[config.mk]
export PLATFORM = sky130hd
export DESIGN_NAME = pulse_port_timer
export DESIGN_NICKNAME = d
export VERILOG_FILES = /design/src/rtl/pulse_timer_pkg.sv /design/src/rtl/tick_if.sv /design/src/rtl/tick_divider.sv /design/src/rtl/pulse_port_timer.sv
export SDC_FILE = /design/constraint.sdc
export NUM_CORES = 2
export LEC_CHECK = 0
export ABC_CLOCK_PERIOD_IN_PS = 26300
export BUFFER_PORTS_ARGS = -buffer_cell sky130_fd_sc_hd__clkbuf_2
export CORE_ASPECT_RATIO = 0.8
export CORE_UTILIZATION = 30
export DETAILED_ROUTE_END_ITERATION = 8
export PLACE_DENSITY = 0.42
export SYNTH_ARGS = -nofsm -noshare
export SYNTH_HDL_FRONTEND = slang
export SYNTH_SLANG_ARGS = --single-unit
[constraint.sdc]
create_clock -name mclk -period 26.3 [get_ports mclk]
set_clock_uncertainty 0.1 [all_clocks]
set_input_delay 2.63 -clock mclk [delete_from_list [all_inputs] [get_ports mclk]]
set_output_delay 2.63 -clock mclk [all_outputs]
set_load 0.005 [all_outputs]
[src/rtl/pulse_timer_pkg.sv]
/*
 * Package for the pulse port timer and compare block: register offsets,
 * field positions, reset values, command codes, modes and tick timing.
 * Assumes a 200 MHz module clock and a 32-bit classic Wishbone bus.
 */
package pulse_timer_pkg;

	// ****************************************************************
	// Register byte offsets
	// ****************************************************************
	localparam logic [7:0] OFF_COMMAND      = 8'h00;
	localparam logic [7:0] OFF_ARGUMENT     = 8'h04;
	localparam logic [7:0] OFF_MODE         = 8'h08;
	localparam logic [7:0] OFF_STATUS       = 8'h0c;
	localparam logic [7:0] OFF_P1_LOW       = 8'h10;
	localparam logic [7:0] OFF_P1_HIGH      = 8'h14;
	localparam logic [7:0] OFF_P2_LOW       = 8'h18;
	localparam logic [7:0] OFF_P2_HIGH      = 8'h1c;
	localparam logic [7:0] OFF_P1_TARGET    = 8'h20;
	localparam logic [7:0] OFF_P2_TARGET    = 8'h24;
	localparam logic [7:0] OFF_P1_RANGE_LO  = 8'h28;
	localparam logic [7:0] OFF_P1_RANGE_HI  = 8'h2c;
	localparam logic [7:0] OFF_P2_RANGE_LO  = 8'h30;
	localparam logic [7:0] OFF_P2_RANGE_HI  = 8'h34;
	localparam logic [7:0] OFF_PATTERN      = 8'h38;
	localparam logic [7:0] OFF_RANGE_STATUS = 8'h3c;

	// ****************************************************************
	// Field positions
	// ****************************************************************
	localparam int CMD_SEL_LSB     = 0;
	localparam int CMD_CTRL_LSB    = 16;
	localparam int ARG_ONTIME_LSB  = 0;
	localparam int ARG_ONTIME_W    = 20;
	localparam int ARG_UNIT_LSB    = 20;
	localparam int MODE_P2_LSB     = 4;
	localparam int MODE_CYCLE_BIT  = 8;
	localparam int PATTERN_P2_LSB  = 16;

	// ****************************************************************
	// Reset values
	// ****************************************************************
	localparam logic [31:0] RST_ARGUMENT = 32'h0000_0000;
	localparam logic [2:0]  RST_MODE     = 3'h0;
	localparam logic [31:0] RST_WORD     = 32'h0000_0000;

	// ****************************************************************
	// Command codes
	// ****************************************************************
	localparam logic [15:0] SEL_ONESHOT_P1 = 16'h0001;
	localparam logic [15:0] SEL_ONESHOT_P2 = 16'h0002;
	localparam logic [15:0] SEL_MEASURE_P1 = 16'h000b;
	localparam logic [15:0] SEL_MEASURE_P2 = 16'h000c;
	localparam logic [15:0] CTRL_START     = 16'h0000;
	localparam logic [15:0] CTRL_STOP      = 16'h0001;

	// ****************************************************************
	// Port operation modes and time units
	// ****************************************************************
	typedef enum logic [2:0] {
		MODE_RELATIVE    = 3'h0,
		MODE_ONESHOT     = 3'h1,
		MODE_MEASURE     = 3'h2,
		MODE_INDEPENDENT = 3'h3,
		MODE_LINEAR      = 3'h4,
		MODE_CIRCULAR    = 3'h5,
		MODE_CAM         = 3'h6
	} port_mode_t;

	typedef enum logic [1:0] {
		UNIT_10US  = 2'h0,
		UNIT_100US = 2'h1,
		UNIT_1MS   = 2'h2
	} time_unit_t;

	// ****************************************************************
	// Timing
	// ****************************************************************
	localparam int CLK_PERIOD_PS = 5000;
	localparam int UNIT_10US_PS  = 10000000;
	localparam int UNIT_100US_PS = 100000000;
	localparam int UNIT_1MS_PS   = 1000000000;
	localparam int CYC_10US      = UNIT_10US_PS / CLK_PERIOD_PS;
	localparam int CYC_100US     = UNIT_100US_PS / CLK_PERIOD_PS;
	localparam int CYC_1MS       = UNIT_1MS_PS / CLK_PERIOD_PS;

endpackage

[src/rtl/tick_if.sv]
/*
 * Interface carrying the three time-unit ticks from the tick divider
 * to the port logic. Assumes both ends run on the same module clock.
 */
`timescale 1ns/10ps
`default_nettype none

interface tick_if;
	logic tick_10us;
	logic tick_100us;
	logic tick_1ms;

	modport source (output tick_10us, output tick_100us, output tick_1ms);
	modport sink   (input tick_10us, input tick_100us, input tick_1ms);
endinterface

`default_nettype wire

[src/rtl/tick_divider.sv]
/*
 * Divider making one-cycle ticks at 0.01 ms, 0.1 ms and 1 ms from the
 * module clock. Assumes the periods given are at least two cycles.
 */
`timescale 1ns/10ps
`default_nettype none

module tick_divider #(
	parameter int P_10US  = pulse_timer_pkg::CYC_10US,
	parameter int P_100US = pulse_timer_pkg::CYC_100US,
	parameter int P_1MS   = pulse_timer_pkg::CYC_1MS
) (
	input  wire logic  mclk,
	input  wire logic  rst,
	tick_if.source     ticks
);

	logic [31:0] cnt_10us;
	logic [31:0] cnt_100us;
	logic [31:0] cnt_1ms;

	// ****************************************************************
	// Free-running dividers
	// ****************************************************************
	always_ff @(posedge mclk or posedge rst) begin
		if (rst) begin
			cnt_10us  <= 32'h0000_0000;
			cnt_100us <= 32'h0000_0000;
			cnt_1ms   <= 32'h0000_0000;
		end else begin
			cnt_10us  <= (cnt_10us == 32'(P_10US - 1)) ? 32'h0 :
				cnt_10us + 32'h1;
			cnt_100us <= (cnt_100us == 32'(P_100US - 1)) ? 32'h0 :
				cnt_100us + 32'h1;
			cnt_1ms   <= (cnt_1ms == 32'(P_1MS - 1)) ? 32'h0 :
				cnt_1ms + 32'h1;
		end
	end

	assign ticks.tick_10us  = (cnt_10us == 32'(P_10US - 1));
	assign ticks.tick_100us = (cnt_100us == 32'(P_100US - 1));
	assign ticks.tick_1ms   = (cnt_1ms == 32'(P_1MS - 1));

endmodule // tick_divider

`default_nettype wire

[src/rtl/pulse_port_timer.sv]
/*
 * Pulse port timer and compare block: one-shot pulses, elapsed-time
 * measurement, target and range compare on the pulse output present
 * value, and speed-change cycle selection, behind a Wishbone slave.
 * Assumes the pulse generator, present values, busy flags, ramp command
 * strobe and I/O refresh strobe come from logic on mclk.
 */
// What this block does
// - One-shot drives port output ON for programmed 0.01 to 9999 ms, then OFF.
// - One-shot output turns ON within 0.2 ms of the command.
// - Selector 000B or 000C with control 0000 starts the elapsed timer.
// - Selector 000B or 000C with control 0001 stops the elapsed timer.
// - Start clears 32-bit count, count rises with time, holds on stop.
// - Count spans 32 bits, low half first word, high half second word.
// - Count unit selectable as 0.01 ms, 0.1 ms or 1 ms.
// - Measurement mode suppresses the port's external pulse output.
// - Measurement port performs no other pulse output function.
// - Start while running clears count and restarts at once.
// - Status words take the count only at the I/O refresh.
// - Present value reaching target raises a compare event in linear or circular mode.
// - No compare events in independent, one-shot or cam modes.
// - Pattern bits set while present value lies inside range.
// - One 1 ms or 2 ms speed cycle shared by both ports and ramps.
// - Cycle select bit clear gives 2 ms, set gives 1 ms.
// - Ramp commands issued during pulse output keep the old cycle.
// - One-shot count clears at ON, rises until OFF, then holds.
`timescale 1ns/10ps
`default_nettype none

module pulse_port_timer #(
	parameter int CYC_100US = pulse_timer_pkg::CYC_100US,
	parameter int CYC_1MS   = pulse_timer_pkg::CYC_1MS
) (
	input  wire logic        mclk,
	input  wire logic        rst,
	input  wire logic        wb_cyc_i,
	input  wire logic        wb_stb_i,
	input  wire logic        wb_we_i,
	input  wire logic [7:0]  wb_adr_i,
	input  wire logic [3:0]  wb_sel_i,
	input  wire logic [31:0] wb_dat_i,
	output logic      [31:0] wb_dat_o,
	output logic             wb_ack_o,
	input  wire logic [1:0]  pulse_gen,
	input  wire logic [1:0]  pulse_busy,
	input  wire logic [31:0] present_count_value_1,
	input  wire logic [31:0] present_count_value_2,
	input  wire logic        ramped_speed_issue,
	input  wire logic        io_refresh,
	output logic      [1:0]  pulse_out,
	output logic      [1:0]  compare_event,
	output logic             speed_cycle_1ms
);

	typedef enum logic [2:0] {
		ST_IDLE    = 3'b001,
		ST_ONESHOT = 3'b010,
		ST_MEASURE = 3'b100
	} port_state_t;

	tick_if ticks ();

	logic [31:0]   argument;
	logic [2:0]    mode [2];
	logic          cycle_select;
	logic [31:0]   target [2];
	logic [31:0]   range_lo [2];
	logic [31:0]   range_hi [2];
	logic [15:0]   pattern [2];
	logic [15:0]   range_bits [2];
	port_state_t   state [2];
	logic [1:0]    unit [2];
	logic [19:0]   ontime [2];
	logic [31:0]   count [2];
	logic [31:0]   elapsed [2];
	logic [31:0]   pv [2];
	logic [31:0]   pv_prev [2];
	logic          wr_stb;
	logic          rd_stb;
	logic          cmd_stb;
	logic [15:0]   cmd_sel;
	logic [15:0]   cmd_ctrl;
	logic [31:0]   next_rdata;

	assign pv[0] = present_count_value_1;
	assign pv[1] = present_count_value_2;

	// ****************************************************************
	// Helper functions
	// ****************************************************************
	function automatic logic unit_tick(input logic [1:0] u,
		input logic t10, input logic t100, input logic t1000);
		case (u)
			pulse_timer_pkg::UNIT_10US:  unit_tick = t10;
			pulse_timer_pkg::UNIT_100US: unit_tick = t100;
			pulse_timer_pkg::UNIT_1MS:   unit_tick = t1000;
			default:                     unit_tick = t1000;
		endcase
	endfunction

	function automatic logic in_window(input logic [31:0] v,
		input logic [31:0] lo, input logic [31:0] hi);
		in_window = (v >= lo) && (v <= hi);
	endfunction

	function automatic logic [31:0] merge(input logic [31:0] old,
		input logic [31:0] d, input logic [3:0] sel);
		logic [31:0] r;
		r = old;
		for (int b = 0; b < 4; b++) begin
			if (sel[b]) begin
				r[8*b +: 8] = d[8*b +: 8];
			end
		end
		merge = r;
	endfunction

	function automatic logic compare_allowed(input logic [2:0] m);
		compare_allowed = (m == pulse_timer_pkg::MODE_LINEAR) ||
			(m == pulse_timer_pkg::MODE_CIRCULAR);
	endfunction

	// ****************************************************************
	// Tick divider
	// ****************************************************************
	tick_divider #(
		.P_10US  (pulse_timer_pkg::CYC_10US),
		.P_100US (CYC_100US),
		.P_1MS   (CYC_1MS)
	) u_ticks (
		.mclk  (mclk),
		.rst   (rst),
		.ticks (ticks.source)
	);

	// ****************************************************************
	// Wishbone slave
	// ****************************************************************
	assign wr_stb   = wb_cyc_i & wb_stb_i & wb_we_i & ~wb_ack_o;
	assign rd_stb   = wb_cyc_i & wb_stb_i & ~wb_we_i & ~wb_ack_o;
	assign cmd_stb  = wr_stb && (wb_adr_i == pulse_timer_pkg::OFF_COMMAND);
	assign cmd_sel  = wb_dat_i[pulse_timer_pkg::CMD_SEL_LSB +: 16];
	assign cmd_ctrl = wb_dat_i[pulse_timer_pkg::CMD_CTRL_LSB +: 16];

	always_ff @(posedge mclk or posedge rst) begin
		if (rst) begin
			wb_ack_o <= 1'b0;
		end else begin
			wb_ack_o <= wb_cyc_i & wb_stb_i & ~wb_ack_o;
		end
	end

	always_comb begin
		next_rdata = 32'h0000_0000;
		case (wb_adr_i)
			pulse_timer_pkg::OFF_ARGUMENT:  next_rdata = argument;
			pulse_timer_pkg::OFF_MODE: begin
				next_rdata[2:0] = mode[0];
				next_rdata[pulse_timer_pkg::MODE_P2_LSB +: 3] = mode[1];
				next_rdata[pulse_timer_pkg::MODE_CYCLE_BIT] = cycle_select;
			end
			pulse_timer_pkg::OFF_STATUS: begin
				next_rdata[1:0] = pulse_out;
				next_rdata[2]   = (state[0] == ST_MEASURE);
				next_rdata[3]   = (state[1] == ST_MEASURE);
				next_rdata[4]   = speed_cycle_1ms;
			end
			pulse_timer_pkg::OFF_P1_LOW:  next_rdata = {16'h0, elapsed[0][15:0]};
			pulse_timer_pkg::OFF_P1_HIGH: next_rdata = {16'h0, elapsed[0][31:16]};
			pulse_timer_pkg::OFF_P2_LOW:  next_rdata = {16'h0, elapsed[1][15:0]};
			pulse_timer_pkg::OFF_P2_HIGH: next_rdata = {16'h0, elapsed[1][31:16]};
			pulse_timer_pkg::OFF_P1_TARGET:   next_rdata = target[0];
			pulse_timer_pkg::OFF_P2_TARGET:   next_rdata = target[1];
			pulse_timer_pkg::OFF_P1_RANGE_LO: next_rdata = range_lo[0];
			pulse_timer_pkg::OFF_P1_RANGE_HI: next_rdata = range_hi[0];
			pulse_timer_pkg::OFF_P2_RANGE_LO: next_rdata = range_lo[1];
			pulse_timer_pkg::OFF_P2_RANGE_HI: next_rdata = range_hi[1];
			pulse_timer_pkg::OFF_PATTERN: next_rdata = {pattern[1], pattern[0]};
			pulse_timer_pkg::OFF_RANGE_STATUS:
				next_rdata = {range_bits[1], range_bits[0]};
			default: next_rdata = 32'h0000_0000;
		endcase
	end

	always_ff @(posedge mclk or posedge rst) begin
		if (rst) begin
			wb_dat_o <= pulse_timer_pkg::RST_WORD;
		end else if (rd_stb) begin
			wb_dat_o <= next_rdata;
		end else begin
			wb_dat_o <= pulse_timer_pkg::RST_WORD;
		end
	end

	// ****************************************************************
	// Configuration registers
	// ****************************************************************
	always_ff @(posedge mclk or posedge rst) begin
		if (rst) begin
			argument     <= pulse_timer_pkg::RST_ARGUMENT;
			mode[0]      <= pulse_timer_pkg::RST_MODE;
			mode[1]      <= pulse_timer_pkg::RST_MODE;
			cycle_select <= 1'b0;
		end else if (wr_stb) begin
			if (wb_adr_i == pulse_timer_pkg::OFF_ARGUMENT) begin
				argument <= merge(argument, wb_dat_i, wb_sel_i);
			end
			if (wb_adr_i == pulse_timer_pkg::OFF_MODE && wb_sel_i[0]) begin
				mode[0] <= wb_dat_i[2:0];
				mode[1] <= wb_dat_i[pulse_timer_pkg::MODE_P2_LSB +: 3];
			end
			if (wb_adr_i == pulse_timer_pkg::OFF_MODE && wb_sel_i[1]) begin
				cycle_select <= wb_dat_i[pulse_timer_pkg::MODE_CYCLE_BIT];
			end
		end
	end

	always_ff @(posedge mclk or posedge rst) begin
		if (rst) begin
			for (int p = 0; p < 2; p++) begin
				target[p]   <= pulse_timer_pkg::RST_WORD;
				range_lo[p] <= pulse_timer_pkg::RST_WORD;
				range_hi[p] <= pulse_timer_pkg::RST_WORD;
				pattern[p]  <= 16'h0000;
			end
		end else if (wr_stb) begin
			case (wb_adr_i)
				pulse_timer_pkg::OFF_P1_TARGET:
					target[0] <= merge(target[0], wb_dat_i, wb_sel_i);
				pulse_timer_pkg::OFF_P2_TARGET:
					target[1] <= merge(target[1], wb_dat_i, wb_sel_i);
				pulse_timer_pkg::OFF_P1_RANGE_LO:
					range_lo[0] <= merge(range_lo[0], wb_dat_i, wb_sel_i);
				pulse_timer_pkg::OFF_P1_RANGE_HI:
					range_hi[0] <= merge(range_hi[0], wb_dat_i, wb_sel_i);
				pulse_timer_pkg::OFF_P2_RANGE_LO:
					range_lo[1] <= merge(range_lo[1], wb_dat_i, wb_sel_i);
				pulse_timer_pkg::OFF_P2_RANGE_HI:
					range_hi[1] <= merge(range_hi[1], wb_dat_i, wb_sel_i);
				pulse_timer_pkg::OFF_PATTERN: begin
					if (wb_sel_i[0]) pattern[0][7:0]  <= wb_dat_i[7:0];
					if (wb_sel_i[1]) pattern[0][15:8] <= wb_dat_i[15:8];
					if (wb_sel_i[2]) pattern[1][7:0]  <= wb_dat_i[23:16];
					if (wb_sel_i[3]) pattern[1][15:8] <= wb_dat_i[31:24];
				end
				default: begin
				end
			endcase
		end
	end

	// ****************************************************************
	// Port timers
	// ****************************************************************
	always_ff @(posedge mclk or posedge rst) begin
		if (rst) begin
			for (int p = 0; p < 2; p++) begin
				state[p]  <= ST_IDLE;
				unit[p]   <= pulse_timer_pkg::UNIT_10US;
				ontime[p] <= 20'h00000;
				count[p]  <= 32'h0000_0000;
			end
		end else begin
			for (int p = 0; p < 2; p++) begin
				logic tk;
				logic fire;
				logic start;
				logic stop;
				tk    = unit_tick(unit[p], ticks.tick_10us,
					ticks.tick_100us, ticks.tick_1ms);
				fire  = cmd_stb && mode[p] == pulse_timer_pkg::MODE_ONESHOT &&
					cmd_sel == (p == 0 ? pulse_timer_pkg::SEL_ONESHOT_P1 :
					pulse_timer_pkg::SEL_ONESHOT_P2) &&
					argument[pulse_timer_pkg::ARG_ONTIME_LSB +:
					pulse_timer_pkg::ARG_ONTIME_W] != 20'h0;
				start = cmd_stb && mode[p] == pulse_timer_pkg::MODE_MEASURE &&
					cmd_sel == (p == 0 ? pulse_timer_pkg::SEL_MEASURE_P1 :
					pulse_timer_pkg::SEL_MEASURE_P2) &&
					cmd_ctrl == pulse_timer_pkg::CTRL_START;
				stop  = cmd_stb && mode[p] == pulse_timer_pkg::MODE_MEASURE &&
					cmd_sel == (p == 0 ? pulse_timer_pkg::SEL_MEASURE_P1 :
					pulse_timer_pkg::SEL_MEASURE_P2) &&
					cmd_ctrl == pulse_timer_pkg::CTRL_STOP;
				if (fire || start) begin
					state[p]  <= fire ? ST_ONESHOT : ST_MEASURE;
					unit[p]   <= argument[pulse_timer_pkg::ARG_UNIT_LSB +: 2];
					ontime[p] <= argument[pulse_timer_pkg::ARG_ONTIME_LSB +:
						pulse_timer_pkg::ARG_ONTIME_W];
					count[p]  <= 32'h0000_0000;
				end else begin
					case (state[p])
						ST_ONESHOT: begin
							if (mode[p] != pulse_timer_pkg::MODE_ONESHOT) begin
								state[p] <= ST_IDLE;
							end else if (tk) begin
								count[p] <= count[p] + 32'h1;
								if (count[p] + 32'h1 >= {12'h0, ontime[p]}) begin
									state[p] <= ST_IDLE;
								end
							end
						end
						ST_MEASURE: begin
							if (stop ||
								mode[p] != pulse_timer_pkg::MODE_MEASURE) begin
								state[p] <= ST_IDLE;
							end else if (tk && count[p] != 32'hffff_ffff) begin
								count[p] <= count[p] + 32'h1;
							end
						end
						ST_IDLE: begin
						end
						default: state[p] <= ST_IDLE;
					endcase
				end
			end
		end
	end

	// Status words follow the count only at refresh
	always_ff @(posedge mclk or posedge rst) begin
		if (rst) begin
			elapsed[0] <= pulse_timer_pkg::RST_WORD;
			elapsed[1] <= pulse_timer_pkg::RST_WORD;
		end else if (io_refresh) begin
			elapsed[0] <= count[0];
			elapsed[1] <= count[1];
		end
	end

	// ****************************************************************
	// Pulse outputs
	// ****************************************************************
	always_ff @(posedge mclk or posedge rst) begin
		if (rst) begin
			pulse_out <= 2'b00;
		end else begin
			for (int p = 0; p < 2; p++) begin
				case (mode[p])
					pulse_timer_pkg::MODE_MEASURE:
						pulse_out[p] <= 1'b0;
					pulse_timer_pkg::MODE_ONESHOT:
						pulse_out[p] <= (state[p] == ST_ONESHOT);
					default:
						pulse_out[p] <= pulse_gen[p];
				endcase
			end
		end
	end

	// ****************************************************************
	// Target and range compare
	// ****************************************************************
	always_ff @(posedge mclk or posedge rst) begin
		if (rst) begin
			compare_event <= 2'b00;
			for (int p = 0; p < 2; p++) begin
				pv_prev[p]    <= 32'h0000_0000;
				range_bits[p] <= 16'h0000;
			end
		end else begin
			for (int p = 0; p < 2; p++) begin
				pv_prev[p] <= pv[p];
				compare_event[p] <= compare_allowed(mode[p]) &&
					pv[p] == target[p] && pv_prev[p] != target[p];
				range_bits[p] <= in_window(pv[p], range_lo[p], range_hi[p]) ?
					pattern[p] : 16'h0000;
			end
		end
	end

	// ****************************************************************
	// Speed-change cycle
	// ****************************************************************
	always_ff @(posedge mclk or posedge rst) begin
		if (rst) begin
			speed_cycle_1ms <= 1'b0;
		end else if (ramped_speed_issue && pulse_busy == 2'b00) begin
			speed_cycle_1ms <= cycle_select;
		end
	end

endmodule // pulse_port_timer

`default_nettype wire

Yosys cells after proc, flatten, opt, wreduce, memory -nomap -nowiden
Index checks and enable logic that the tools add are counted.
{"block": "totals", "input_bits": 119, "register_bits": 671, "output_inout_bits": 38}
{"block": "classes", "bitwise": 8, "reduce_logical": 78, "magnitude_cmp": 6, "n_addsub": 5, "n_eq_ne": 65, "n_mux": 43}
{"operator": "two-way mux 32 bit", "n": 14}
{"operator": "case mux 23 bit (13 select lines)", "n": 1}
{"operator": "adder 32 x 1 -> 32 bit (second input constant)", "n": 5}
{"operator": "case mux 32 bit (2 select lines)", "n": 2}
{"operator": "AND reduction 3 bit", "n": 32}
{"operator": "equality test 32 bit", "n": 2}
{"operator": "equality test 8 x 6 -> 1 bit (second input constant)", "n": 8}
{"operator": ">= comparator 32 x 20 -> 1 bit", "n": 2}
{"operator": ">= comparator 32 bit", "n": 2}
{"operator": "<= comparator 32 bit", "n": 2}
{"operator": "!= test 32 bit", "n": 2}
{"operator": "!= test 32 bit (second input constant)", "n": 2}
{"operator": "case mux 3 bit (15 select lines)", "n": 1}
{"operator": "two-way mux 3 bit", "n": 12}
{"operator": "equality test 16 x 1 -> 1 bit (second input constant)", "n": 2}
{"operator": "equality test 16 x 4 -> 1 bit (second input constant)", "n": 2}
{"operator": "equality test 32 x 11 -> 1 bit (second input constant)", "n": 1}
{"operator": "equality test 32 x 15 -> 1 bit (second input constant)", "n": 1}
{"operator": "equality test 32 x 18 -> 1 bit (second input constant)", "n": 1}
{"operator": "equality test 8 x 5 -> 1 bit (second input constant)", "n": 4}
{"operator": "two-way mux 16 bit", "n": 2}
{"operator": "case mux 1 bit (14 select lines)", "n": 2}
{"operator": "case mux 2 bit (14 select lines)", "n": 1}
{"operator": "logical AND 1 bit", "n": 26}
{"operator": "other kinds (28)", "n": 76}

Logic depth before layout (Yosys ltp)
{"block": "logic_depth", "depth_word": 11, "mapped_depth": 14}

Modules after synthesis
A second synthesis with hierarchy kept.
{"block": "hier_totals", "cells_unflattened": 3180, "hier_area_um2": 34832.2}
{"mod": "pulse_port_timer", "seq_area_each_um2": 14391.3, "n_inst": 1, "cells_per_inst": 2727, "area_per_inst_um2": 30076.3}
{"mod": "tick_divider", "seq_area_each_um2": 2402.3, "n_inst": 1, "cells_per_inst": 453, "area_per_inst_um2": 4755.8}

Worst setup path before layout
OpenSTA, ideal clock, no wires.
{"block": "synth_timing", "path_type": "input -> register", "start": "input wb_adr_i[4]", "end": "register count[33] (netlist name)", "t_arrival_ps": 4888, "required_time_ps": 26079, "path_slack_ps": 21191, "cell_stages": 8, "path_cell_list": "or4_1 clkbuf_1 or4_1 or3_1 a21boi_2 nand2b_1 mux2i_1 nor2_1"}
{"block": "synth_via", "elab_chain_len": 8, "word_cells_on_any_way": 18, "cone_classes": "4 x eq/ne; 1 x mux; 13 x reduce/logical"}
{"element": "from (decl)", "line": "pulse_port_timer.sv:39", "rtl": "input wire logic [7:0] wb_adr_i,"}
{"element": "zero test 8 bit (*)", "line": "pulse_port_timer.sv:141", "rtl": "assign cmd_stb = wr_stb && (wb_adr_i == pulse_timer_pkg::OFF_COMMAND);"}
{"element": "logical AND 1 bit (*)", "line": "pulse_port_timer.sv:141"}
{"element": "logical AND 1 bit (on tied branches) (2 in series)", "line": "pulse_port_timer.sv:271, pulse_port_timer.sv:276, pulse_port_timer.sv:280"}
{"element": "logical AND 1 bit (on tied branches)", "line": "pulse_port_timer.sv:273, pulse_port_timer.sv:278, pulse_port_timer.sv:282"}
{"element": "logical OR 1 bit (on tied branches)", "line": "pulse_port_timer.sv:284, pulse_port_timer.sv:303"}
{"element": "!= test 3 x 2 -> 1 bit (no source line) (tied with other cells)"}
{"element": "AND reduction 5 bit (no source line)"}
{"element": "to (signal, indexed assignment)", "line": "pulse_port_timer.sv:296", "rtl": "count[p] <= count[p] + 32'h1;"}
{"element": "to (signal, indexed assignment)", "line": "pulse_port_timer.sv:307", "rtl": "count[p] <= count[p] + 32'h1;"}
{"element": "to (decl)", "line": "pulse_port_timer.sv:74", "rtl": "logic [31:0] count [2];"}
Every way passes the cells marked *; elsewhere a longest branch is shown, timed or not.
A chain may end at the register's enable or synchronous reset.

Final worst setup path
{"block": "layout_timing", "start": "input wb_adr_i[4]", "end": "register state[0] (netlist name)"}
{"block": "layout_via", "elab_chain_len": 8, "word_cells_on_any_way": 17, "cone_classes": "4 x eq/ne; 1 x mux; 12 x reduce/logical"}
{"element": "zero test 8 bit (*)", "line": "pulse_port_timer.sv:141"}
{"element": "logical AND 1 bit (*)", "line": "pulse_port_timer.sv:141"}
{"element": "logical AND 1 bit (on tied branches) (2 in series)", "line": "pulse_port_timer.sv:271, pulse_port_timer.sv:276, pulse_port_timer.sv:280"}
{"element": "logical AND 1 bit (on tied branches)", "line": "pulse_port_timer.sv:273, pulse_port_timer.sv:278, pulse_port_timer.sv:282"}
{"element": "logical OR 1 bit (on tied branches)", "line": "pulse_port_timer.sv:284, pulse_port_timer.sv:303"}
{"element": "!= test 4 x 3 -> 1 bit (no source line) (tied with other cells)"}
{"element": "AND reduction 4 bit (no source line)"}
{"element": "to (signal, indexed assignment)", "line": "pulse_port_timer.sv:285", "rtl": "state[p] <= fire ? ST_ONESHOT : ST_MEASURE;"}
{"element": "to (decl)", "line": "pulse_port_timer.sv:71", "rtl": "port_state_t state [2];"}
Marked as above.

==> summary.md <==
| Metric | Value |
|---|---|
| Status | `finished, final reports clean` |
| Power Density | `58.6 nW/um2` |
| WP buf/inv | `1` |
| Worst setup SP type | `input pin` |
| VDD IR-drop max | `0.0000361 V` |
| Internal Pwr Total | `around 1.8 mW` |
| Hold Path Origin | `u_ticks.cnt_10us[0]` |
| Setup slack, reg-to-reg | `about 22 ns` |
| WP data required | `between 20 and 30 ns` |
| Post-synth EDFFs | `0` |
| Pleak | `between 15 and 20 nW` |
| Seq/Total Area, Yosys | `roughly half` |
| Row cnt | `110` |
| Vias per cell | `5.26` |
| Longest Clk Path Bufs | `3` |
| GRT Total Usage | `between 20% and 30%` |
| Post-synth net total | `3392` |
| CTS Hold Bufs | `0` |
| Post-Synth XOR/XNOR Area | `7.89%` |
| Synth Register Bits | `around 670` |
| Io pins | `157` |
| HPWL Detailed | `96600 um` |
| Hold Crit Endpoint | `u_ticks.cnt_10us[0]` |
| Simple-gate share of the synthesized area | `13.1%` |
| Gr ovfl total | `0` |
| Period utilization | `just over 20%` |
| Synth area leader | `dfrtp_1` |
| Number of global-route vias before repair | `24.8k` |
| Crit path kind | `in -> reg` |
| Post-synthesis cell count | `3100` |
| Mapped cell area | `34200 um2` |
| Largest net degree at the start of global routing | `171` |
| Routability Congestion | `0.886` |
| Power share of the combinational group | `4.6%` |
| CTS buffer count | `79` |
| Antenna Violating Nets Remaining | `0` |
| FFs w/ async S/R, synth | `100%` |
| Final setup fails | `0` |
| Max cap viols | `0` |
| Mapped Avg Cell Area | `around 11 um2` |
| Area contributors post-synth | `dfrtp_1 49%, mux2_2 11%, ha_1 6.3%, xnor2_1 5.1%, xor2_1 2.8%` |
| Worst-path fanout max | `41` |
| CP Capture Type | `register` |
| Die X | `379 um` |
| Total Power | `2.31 mW` |
| Post-layout minimum cycle time | `5.41 ns` |
| Critical path's largest stage delay | `0.98 ns` |
| Worst slew margin | `17.5%` |
| WL/cell | `between 20 and 30 um` |
| Slowest CP cell | `a21o_1` |
| Final Hold Vio Count | `0` |
| Clock power frac | `roughly half` |
| Post-CTS Setup Inserts | `0` |
| Post-synth cell types | `73` |
| Net Switching | `0.551 mW` |
| Switching share of total power | `23.8%` |
| Mux contribution to synthesized area | `10.8%` |
| Post-CTS Resized | `0` |
| Worst hold stages | `1` |
| Sequence of cells on the critical path | `clkbuf_2, or4_1, or4_1, nor3_1, a21o_1, nor3_1, a21oi_1, o41ai_1` |
| Setup_tns | `0 ns` |
| R2R cell count | `11` |
| Die Y | `304 um` |
| Post-synth top area share | `between 40% and 50%` |
| CTS HTree Levels | `3` |
| Actual slew at the worst max-slew pin | `1.24 ns` |
| Total die area | `~120000 um2` |
| Nets@finish | `3541` |
| Fraction of layout cells with a size suffix above 1 | `20.6%` |
| Pre-antenna DRT Iters | `6` |
| RSZ-0062 raised after global routing | `no` |
| Global-route wire length before repair | `187000 um` |
| Seq pwr share | `45.3%` |
| Starting density of the core | `30.3%` |
| Arr. time, crit path | `5.87 ns` |
| Clk sinks | `between 600 and 700` |
| Post-synthesis compound-gate area fraction | `9.40%` |
| Most frequent cells in the layout | `669 x dfrtp_1, 323 x mux2_2, 216 x nand2_1` |
| Commonest non-fill, non-tap cell in the layout | `dfrtp_1` |
| Largest family of logic cells by synthesized area | `simple AND/OR/NAND/NOR gates` |
| CTS clock-pin slew for the worst setup and hold paths | `0.06 ns` |
| Area Growth Syn to Fin | `15.5%` |
| FF-to-FF Start | `count[4]` |
| F_max | `185 MHz` |
| Critical R2R Capture | `state[1]` |
| Later-pin clock latency in the skew report | `0.68 ns` |
| Gate family responsible for the most delay along the worst path | `simple AND/OR/NAND/NOR gates` |
| Fillers | `11.4k` |
| CTS tree | `built` |
| Adder-Cell Fraction of Synth Area | `under 10%` |
| Total number of yosys warnings | `0` |
| Buffers on Ports | `about 160` |
| Antenna violations before repair | `4` |
| Core area | `113000 um2` |
| Fin. max-slew vios | `0` |
| Ys flop type | `dfrtp_1` |
| DR vias | `between 20k and 30k` |
| Clock Tree Root | `clkbuf_16` |
| Initial drt markers | `2516` |
| Worst Hold Class | `reg -> reg` |
| Remaining DRCs | `0` |
| Final Routed Wirelength | `about 130000 um` |
==> per-layer routing <==
| layer | vias up | wire, um | GRT usage (%) |
|---|---|---|---|
| met1 | 12900 | 67400 | 36.6 |
| met2 | 805 | 49700 | 29.1 |
| met5 | - | 0 | 0 |
| met3 | 147 | 9540 | 5.25 |
| li1 | 11500 | - | - |
| met4 | 0 | 2530 | 4.63 |
==> cell usage after synthesis (all sizes together), types with 70 or more instances <==
library cell and number:
clkbuf 95, inv 177, nor2 164, xnor2 200, mux2 323, nand3 74, o21ai 113, nand4 92
ha 173, a21oi 70, dfrtp 669, nand2 217, nor4 71, xor2 108
==> power by group through the flow <==
stage | combinational, mW | sequential [mW] | clock [mW]
floorplan | 0.0587 | 1.06 | 0
detailed placement | 0.109 | 1.07 | 0
global route | 0.120 | 1.05 | 1.23
CTS | 0.110 | 1.05 | 1.18
global placement | 0.110 | 1.07 | 0
finish | 0.107 | 1.05 | 1.16
==> worst max path at each step <==
stage,cells after the start,end,from,slack [ns]
after global placement,10,count[33],wb_dat_i[3],20.28
final,8,state[0],wb_adr_i[4],20.89
after global routing,8,state[0],wb_adr_i[4],20.70
after floorplan,1,argument[0],rst,4.77
after detailed placement,9,unit[3],wb_adr_i[3],20.24
after CTS,9,unit[2],wb_adr_i[3],20.96
==> cell type report <==
| cell class | instances | area, um2 | share of cell area (%) |
|---|---|---|---|
| flip-flops and latches | 671 | 16800 | 42.6 |
| multi-input cells | 2131 | 16300 | 41.4 |
| clock buffers | 114 | 2350 | 5.96 |
| well taps | 1512 | 1890 | 4.79 |
| repair buffers | 189 | 1070 | 2.70 |
| inverters | 177 | 672 | 1.70 |
| clock inverters | 27 | 348 | 0.881 |
| diodes | 5 | 12.5 | 0.0317 |
==> kinds of logic (layout without fill, tap and decap cells) <==
group	count (synthesis)	count (layout)
AND/OR/NAND/NOR	859	859
flip-flops	671	671
AO/OA/AOI/OAI	463	463
multiplexers	328	328
XOR/XNOR	308	308
buffers and inverters	298	507
adder cells (fa/ha/maj)	173	173
other	0	5
==> state kept, by name, indices dropped and copies added, names as in the netlist, 40 cells and up <==
signal	count
count	64
elapsed	64
ontime	40
pv_prev	64
range_hi	64
range_lo	64
target	64
==> per-stage QoR <==
stage	instances	worst slack, ns	utilization [%]	hold WS (ns)	cell area [um2]
floorplan	3100	4.77	-	0.333	34200
global placement	4680	20.28	32.6	0.358	36700
detailed placement	4680	20.24	32.6	0.363	36700
CTS	4821	20.96	35.0	0.372	39400
global route	4822	20.70	35.0	0.378	39500
finish	4826	20.89	35.0	0.375	39500
No activity file was read; power rests on OpenSTA's default activity.
